[config.mk]
export PLATFORM = sky130hd
export DESIGN_NAME = chb_host_bus
export DESIGN_NICKNAME = d
export VERILOG_FILES = /design/src/verilog/chb_sync.v /design/src/verilog/chb_host_bus.v
export VERILOG_INCLUDE_DIRS = /design/src /design/src/verilog
export SDC_FILE = /design/constraint.sdc
export NUM_CORES = 1
export LEC_CHECK = 0
export BUFFER_PORTS_ARGS = -buffer_cell sky130_fd_sc_hd__buf_2
export CORE_MARGIN = 1.5
export CORE_UTILIZATION = 50
export CTS_BUF_LIST = sky130_fd_sc_hd__clkbuf_4 sky130_fd_sc_hd__clkbuf_8
export DETAILED_ROUTE_END_ITERATION = 8
export MAX_ROUTING_LAYER = met4
export PLACE_DENSITY = 0.86
export SKIP_CTS_REPAIR_TIMING = 1
export SLEW_MARGIN = 20
export SYNTH_ARGS = -nofsm -noshare
export SYNTH_HDL_FRONTEND = slang
export SYNTH_SLANG_ARGS = --single-unit
[constraint.sdc]
create_clock -name ref_clk -period 1.2 [get_ports ref_clk]
set_clock_uncertainty 0.05 [all_clocks]
set_input_delay 0.06 -clock ref_clk [delete_from_list [all_inputs] [get_ports ref_clk]]
set_output_delay 0.06 -clock ref_clk [all_outputs]
set_load 0.02 [all_outputs]
[src/verilog/chb_defs.vh]
`ifndef CHB_DEFS_VH
`define CHB_DEFS_VH
// ---------------------------------------------------------------
// Operating modes
// ---------------------------------------------------------------
`define CHB_MODE_MEM     2'h0
`define CHB_MODE_IO      2'h1
`define CHB_MODE_ATA     2'h2
// ---------------------------------------------------------------
// Address decode
// ---------------------------------------------------------------
`define CHB_ADDR_W       11
`define CHB_TF_W         3
`define CHB_SPACE_COMMON 2'h0
`define CHB_SPACE_ATTR   2'h1
`define CHB_SPACE_IO     2'h2
`define CHB_SPACE_TF     2'h3
// ---------------------------------------------------------------
// Card configuration and status register bits
// ---------------------------------------------------------------
`define CHB_CSR_SIGCHG   4
`define CHB_CSR_CHANGED  5
// ---------------------------------------------------------------
// Edge detector settling after reset
// ---------------------------------------------------------------
`define CHB_SETTLE_DONE  2'h3
`endif

[src/verilog/chb_sync.v]
`timescale 1ns/1ps
module chb_sync #(
    parameter W = 1
) (
    ref_clk,
    rst_n,
    din,
    dout
);
    input  wire         ref_clk;
    input  wire         rst_n;
    input  wire [W-1:0] din;
    output reg  [W-1:0] dout;

    reg [W-1:0] stage1;

    // ---------------------------------------------------------------
    // Two-stage synchroniser; stage1 feeds only dout.
    // ---------------------------------------------------------------
    always @(posedge ref_clk or negedge rst_n) begin
        if (!rst_n) begin
            stage1 <= {W{1'b0}};
            dout   <= {W{1'b0}};
        end else begin
            stage1 <= din;
            dout   <= stage1;
        end
    end
endmodule

[src/verilog/chb_host_bus.v]
`timescale 1ns/1ps
`include "chb_defs.vh"
module chb_host_bus (
    ref_clk,
    rst_n,
    card_mode,
    addr,
    attr_sel_n,
    card_sel_n,
    io_read_n,
    card_ready,
    write_protect,
    alert_enable,
    alert_ack,
    status_change_pending,
    access_space,
    access_index,
    access_tf_reg,
    data_in,
    word_access,
    bus_data_out,
    input_acknowledge,
    battery_detect_one,
    battery_detect_two,
    battery_detect_one_oe_n,
    battery_detect_two_oe_n,
    diag_drive_low,
    active_drive_low,
    pass_diagnostic_line_in,
    drive_active_secondary_present_in,
    pass_diagnostic_seen,
    secondary_present_seen
);
    input  wire                   ref_clk;
    input  wire                   rst_n;
    input  wire [1:0]             card_mode;
    input  wire [`CHB_ADDR_W-1:0] addr;
    input  wire                   attr_sel_n;
    input  wire                   card_sel_n;
    input  wire                   io_read_n;
    input  wire                   card_ready;
    input  wire                   write_protect;
    input  wire                   alert_enable;
    input  wire                   alert_ack;
    output reg                    status_change_pending;
    output reg  [1:0]             access_space;
    output reg  [`CHB_ADDR_W-1:0] access_index;
    output reg  [`CHB_TF_W-1:0]   access_tf_reg;
    input  wire [15:0]            data_in;
    input  wire                   word_access;
    output reg  [15:0]            bus_data_out;
    output wire                   input_acknowledge;
    output wire                   battery_detect_one;
    output wire                   battery_detect_two;
    output wire                   battery_detect_one_oe_n;
    output wire                   battery_detect_two_oe_n;
    input  wire                   diag_drive_low;
    input  wire                   active_drive_low;
    input  wire                   pass_diagnostic_line_in;
    input  wire                   drive_active_secondary_present_in;
    output wire                   pass_diagnostic_seen;
    output wire                   secondary_present_seen;

    wire [`CHB_ADDR_W-1:0] s_addr;
    wire                   s_attr;
    wire                   s_sel;
    wire                   s_iord;
    wire                   s_ready;
    wire                   s_wp;
    wire                   s_diag_low;
    wire                   s_active_low;
    reg                    prev_ready;
    reg                    prev_wp;
    reg                    ack;
    reg                    mode_is_io;
    reg                    mode_is_mem;
    reg                    mode_is_ata;
    wire                   change;
    reg  [1:0]             settle;
    wire                   settled;

    // ---------------------------------------------------------------
    // Mode decode
    // ---------------------------------------------------------------
    function mode_equals;
        input [1:0] mode;
        input [1:0] want;
        begin
            mode_equals = (mode == want);
        end
    endfunction

    // ---------------------------------------------------------------
    // Pin synchronisers
    // ---------------------------------------------------------------
    // Active-low pins are inverted on the way in, so a cleared synchroniser
    // reads as an idle pin and nothing looks asserted while the first
    // samples are still travelling through it.
    chb_sync #(.W(`CHB_ADDR_W + 7)) u_sync (
        .ref_clk (ref_clk),
        .rst_n   (rst_n),
        .din     ({addr, ~attr_sel_n, ~card_sel_n, ~io_read_n, card_ready, write_protect,
                   ~pass_diagnostic_line_in, ~drive_active_secondary_present_in}),
        .dout    ({s_addr, s_attr, s_sel, s_iord, s_ready, s_wp, s_diag_low, s_active_low})
    );

    always @* begin
        mode_is_mem = mode_equals(card_mode, `CHB_MODE_MEM);
        mode_is_io  = mode_equals(card_mode, `CHB_MODE_IO);
        mode_is_ata = mode_equals(card_mode, `CHB_MODE_ATA);
    end

    // ---------------------------------------------------------------
    // Address decode
    // ---------------------------------------------------------------
    // Upper lines are not looked at in ATA mode, so a host that fails to
    // ground them still reaches the right task-file register.
    always @(posedge ref_clk or negedge rst_n) begin
        if (!rst_n) begin
            access_space  <= `CHB_SPACE_COMMON;
            access_index  <= {`CHB_ADDR_W{1'b0}};
            access_tf_reg <= {`CHB_TF_W{1'b0}};
        end else if (mode_is_ata) begin
            access_space  <= `CHB_SPACE_TF;
            access_index  <= {`CHB_ADDR_W{1'b0}};
            access_tf_reg <= s_addr[`CHB_TF_W-1:0];
        end else begin
            access_index  <= s_addr;
            access_tf_reg <= {`CHB_TF_W{1'b0}};
            if (s_attr)
                access_space <= `CHB_SPACE_ATTR;
            else if (mode_is_io)
                access_space <= `CHB_SPACE_IO;
            else
                access_space <= `CHB_SPACE_COMMON;
        end
    end

    // ---------------------------------------------------------------
    // Data lanes
    // ---------------------------------------------------------------
    always @(posedge ref_clk or negedge rst_n) begin
        if (!rst_n) begin
            bus_data_out <= 16'h0000;
        end else if (mode_is_ata && !word_access) begin
            bus_data_out <= {8'h00, data_in[7:0]};
        end else begin
            bus_data_out <= data_in;
        end
    end

    // ---------------------------------------------------------------
    // Settling after reset
    // ---------------------------------------------------------------
    // The edge detector stays blind until the synchroniser and the
    // previous-value flops hold real pin samples; otherwise a pin that
    // sits high through reset would raise a false alert.
    always @(posedge ref_clk or negedge rst_n) begin
        if (!rst_n)
            settle <= 2'h0;
        else if (!settled)
            settle <= settle + 2'h1;
    end
    assign settled = (settle == `CHB_SETTLE_DONE);

    // ---------------------------------------------------------------
    // Status change alert
    // ---------------------------------------------------------------
    assign change = settled && ((s_ready != prev_ready) || (s_wp != prev_wp));

    always @(posedge ref_clk or negedge rst_n) begin
        if (!rst_n) begin
            prev_ready            <= 1'b0;
            prev_wp               <= 1'b0;
            status_change_pending <= 1'b0;
        end else begin
            prev_ready <= s_ready;
            prev_wp    <= s_wp;
            // A new change in the acknowledge cycle keeps the flag set.
            if (mode_is_io && change)
                status_change_pending <= 1'b1;
            else if (alert_ack || !mode_is_io)
                status_change_pending <= 1'b0;
        end
    end

    // ---------------------------------------------------------------
    // Input acknowledge
    // ---------------------------------------------------------------
    always @(posedge ref_clk or negedge rst_n) begin
        if (!rst_n)
            ack <= 1'b0;
        else
            ack <= mode_is_io && s_sel && s_iord && !s_attr;
    end
    assign input_acknowledge = ~ack;

    // ---------------------------------------------------------------
    // Multi-function pins 45 and 46
    // ---------------------------------------------------------------
    assign battery_detect_one = mode_is_mem ? 1'b1 :
                                mode_is_io  ? ~(alert_enable & status_change_pending) :
                                1'b0;
    assign battery_detect_two = mode_is_io ? 1'b1 : ~mode_is_ata;
    assign battery_detect_one_oe_n = mode_is_ata ? ~diag_drive_low : 1'b0;
    assign battery_detect_two_oe_n = mode_is_ata ? ~active_drive_low : 1'b0;
    assign pass_diagnostic_seen   = mode_is_ata & s_diag_low;
    assign secondary_present_seen = mode_is_ata & s_active_low;
endmodule

==> flow_metrics.tcl <==
set metrics [dict create \
    cts_tree "yes" \
    synth_edf_count 0 \
    grt_pass1_wl_um 5658 \
    cp-end-kind "primary output" \
    area_delta_synth_final_pct 47.92 \
    antenna_left 0 \
    grt_pass1_vias 1293 \
    multi_input_area_um2 330.3 \
    layout.nets 298 \
    cts_sinks 74 \
    vias 1372 \
    dp.cells 258 \
    min_path_type "input port to flip-flop" \
    numCtsBuffers 9 \
    dp.final_hpwl_um 2548 \
    firstDrtPassIters 4 \
    die_x_um 69.67 \
    die_y_um 69.67 \
    routed_wl_um 4778 \
    leakagePower_nw 1.659 \
    worstSetupPathType "flip-flop to primary output" \
    regArea_um2 1852 \
    syn_area_per_cell_um2 17.92 \
    drt_iter0_markers 64 \
    ys_seq_area_frac 0.8333 \
    final_cell_mix "buf_2 (81), dfrtp_1 (74), dlygate4sd3_1 (37), clkbuf_8 (12), and2_2 (10)" \
    drt-vias-per-instance 4.426 \
    synth_cell_type_count 21 \
    cp_max_fo 3 \
    io_buffers 82 \
    hold_viol 0 \
    layout.cells.non_filler 310 \
    grt.total_usage 0.1680 \
    cp_data_arrival_time_ns 1.04 \
    drive_gt1_frac 0.4884 \
    p_per_area_nw_per_um2 1561 \
    drc 0 \
    finalSetupTns_ns 0 \
    largestRegisters "u_sync.dout x18, u_sync.stage1 x18, bus_data_out x16" \
    row_count 24 \
    gp_congestion 0.7902 \
    setup_viol 0 \
    start_kind "flip-flop" \
    maxSlewHeadroom 0.7554 \
    finalMaxSlewViolations 0 \
    cap_viol_max_count 0 \
    clockRootBuffer "clkbuf_8" \
    yosysWarnings 0 \
    synth-main-ff-cell "dfrtp_1" \
    ir_worst_vdd_uv 1021 \
    min_period_over_period 0.9615 \
    io_pins 83 \
    fillers 259 \
    final_common_cell "buf_2" \
    grt_max_degree 75 \
    cp.required_ns 1.09 \
    synth_fp_nets 168 \
    wl_per_cell_um 15.41 \
    antenna_found_initial 0 \
    worst_slew_pin_slew_ns 0.3669 \
    die-area_um2 4853 \
    clkTransAtPathRegs_ns 0.07 \
    clock_latency_ns 0.34 \
    period_needed_ns 1.154 \
    syn-cell-area_um2 2222 \
    async_reset_ff_frac 1.000 \
    rsz0062_at_grt "yes" \
    cts_htree_levels 3 \
    diodes 0 \
    clockBufferDepth 2 \
    synth_seq_cells 74 \
    status "finished clean" \
    start_util 0.5139 \
    core_um2 4324 \
    fmax_ghz 0.8667 \
    syn_inst 124 \
    overflow 0 \
]
-- per-layer routing --
layer / wire length (um) / vias to the layer above / GRT usage
met5: 0 / - / -
met4: 82 / 0 / 0.09615
met3: 261 / 8 / 0.07122
met2: 2608 / 52 / 0.2660
met1: 1827 / 674 / 0.1767
li1: - / 638 / -
-- worst max-delay path: stages, from the launching register on --
cell and delay (ns):
dfrtp_1 0.39, a31oi_1 0.16, buf_4 0.16
-- through the flow --
| stage | utilization | total power [mW] | hold slack [ns] | setup slack (ns) | instance area, um2 |
|---|---|---|---|---|---|
| 2_1_floorplan | - | 2.886 | -0.2856 | 0.1337 | 2222 |
| 3_3_place_gp | 0.6259 | 3.084 | 0.05818 | 0.1254 | 2706 |
| 3_5_place_dp | 0.6259 | 3.107 | 0.07303 | 0.09812 | 2706 |
| 4_1_cts | 0.6739 | 5.044 | -0.2944 | 0.01889 | 2914 |
| 5_1_grt | 0.7601 | 5.319 | 0.04318 | -0.02079 | 3287 |
| 6_report | 0.7601 | 5.132 | 0.009841 | 0.04614 | 3287 |
-- final timing paths --
check | start | to | slack [ns] | cells after the start
setup / recovery | status_change_pending$_DFFE_PN0P_ | battery_detect_one | 0.05 | 2
hold / removal | card_mode[1] | status_change_pending$_DFFE_PN0P_ | 0.01 | 3
min in group asynchronous | rst_n | bus_data_out[10]$_DFF_PN0_ | 0.27 | 3
max in group asynchronous | rst_n | u_sync.dout[6]$_DFF_PN0_ | 0.54 | 3
hold reg to reg | u_sync.stage1[13]$_DFF_PN0_ | u_sync.dout[13]$_DFF_PN0_ | 0.30 | 0
setup reg to reg | settle[0]$_DFFE_PN0P_ | settle[1]$_DFFE_PN0P_ | 0.10 | 2
-- where the power goes --
part           total [mW]  switching (mW)  leakage, nW  internal, mW
sequential           2.66          0.0414        0.875          2.62
combinational       0.498           0.259        0.675         0.239
clock                1.97           0.830        0.109          1.14
total                5.13            1.13         1.66          4.00
-- cell families after synthesis --
| group | count (synthesis) | synth area share |
|---|---|---|
| AO/OA/AOI/OAI | 4 | 0.009572 |
| AND/OR/NAND/NOR | 33 | 0.1166 |
| adder cells (fa/ha/maj) | 1 | 0.005630 |
| XOR/XNOR | 3 | 0.01183 |
| flip-flops | 74 | 0.8333 |
| multiplexers | 1 | 0.005067 |
| buffers and inverters | 8 | 0.01802 |
-- area by class of cell --
cell class              count  share of cell area
clock buffers              13             0.05253
clock inverters             2             0.01066
inverters                   7            0.008755
multi-input cells          42              0.1005
flip-flops and latches     74              0.5634
well taps                  52             0.01979
repair buffers            120              0.2444
-- synthesized netlist by cell type, types with 2 or more instances --
cell type	n	area, um2
inv_1	6	22.52
xor2_1	2	17.52
nor2_1	2	7.510
dfrtp_1	74	1852
and2_2	10	75.07
o21ai_0	2	10.01
and2_4	6	52.55
nand2b_1	2	12.51
nor2b_2	8	70.07
Note: power is estimated with default switching activity, not from simulation.
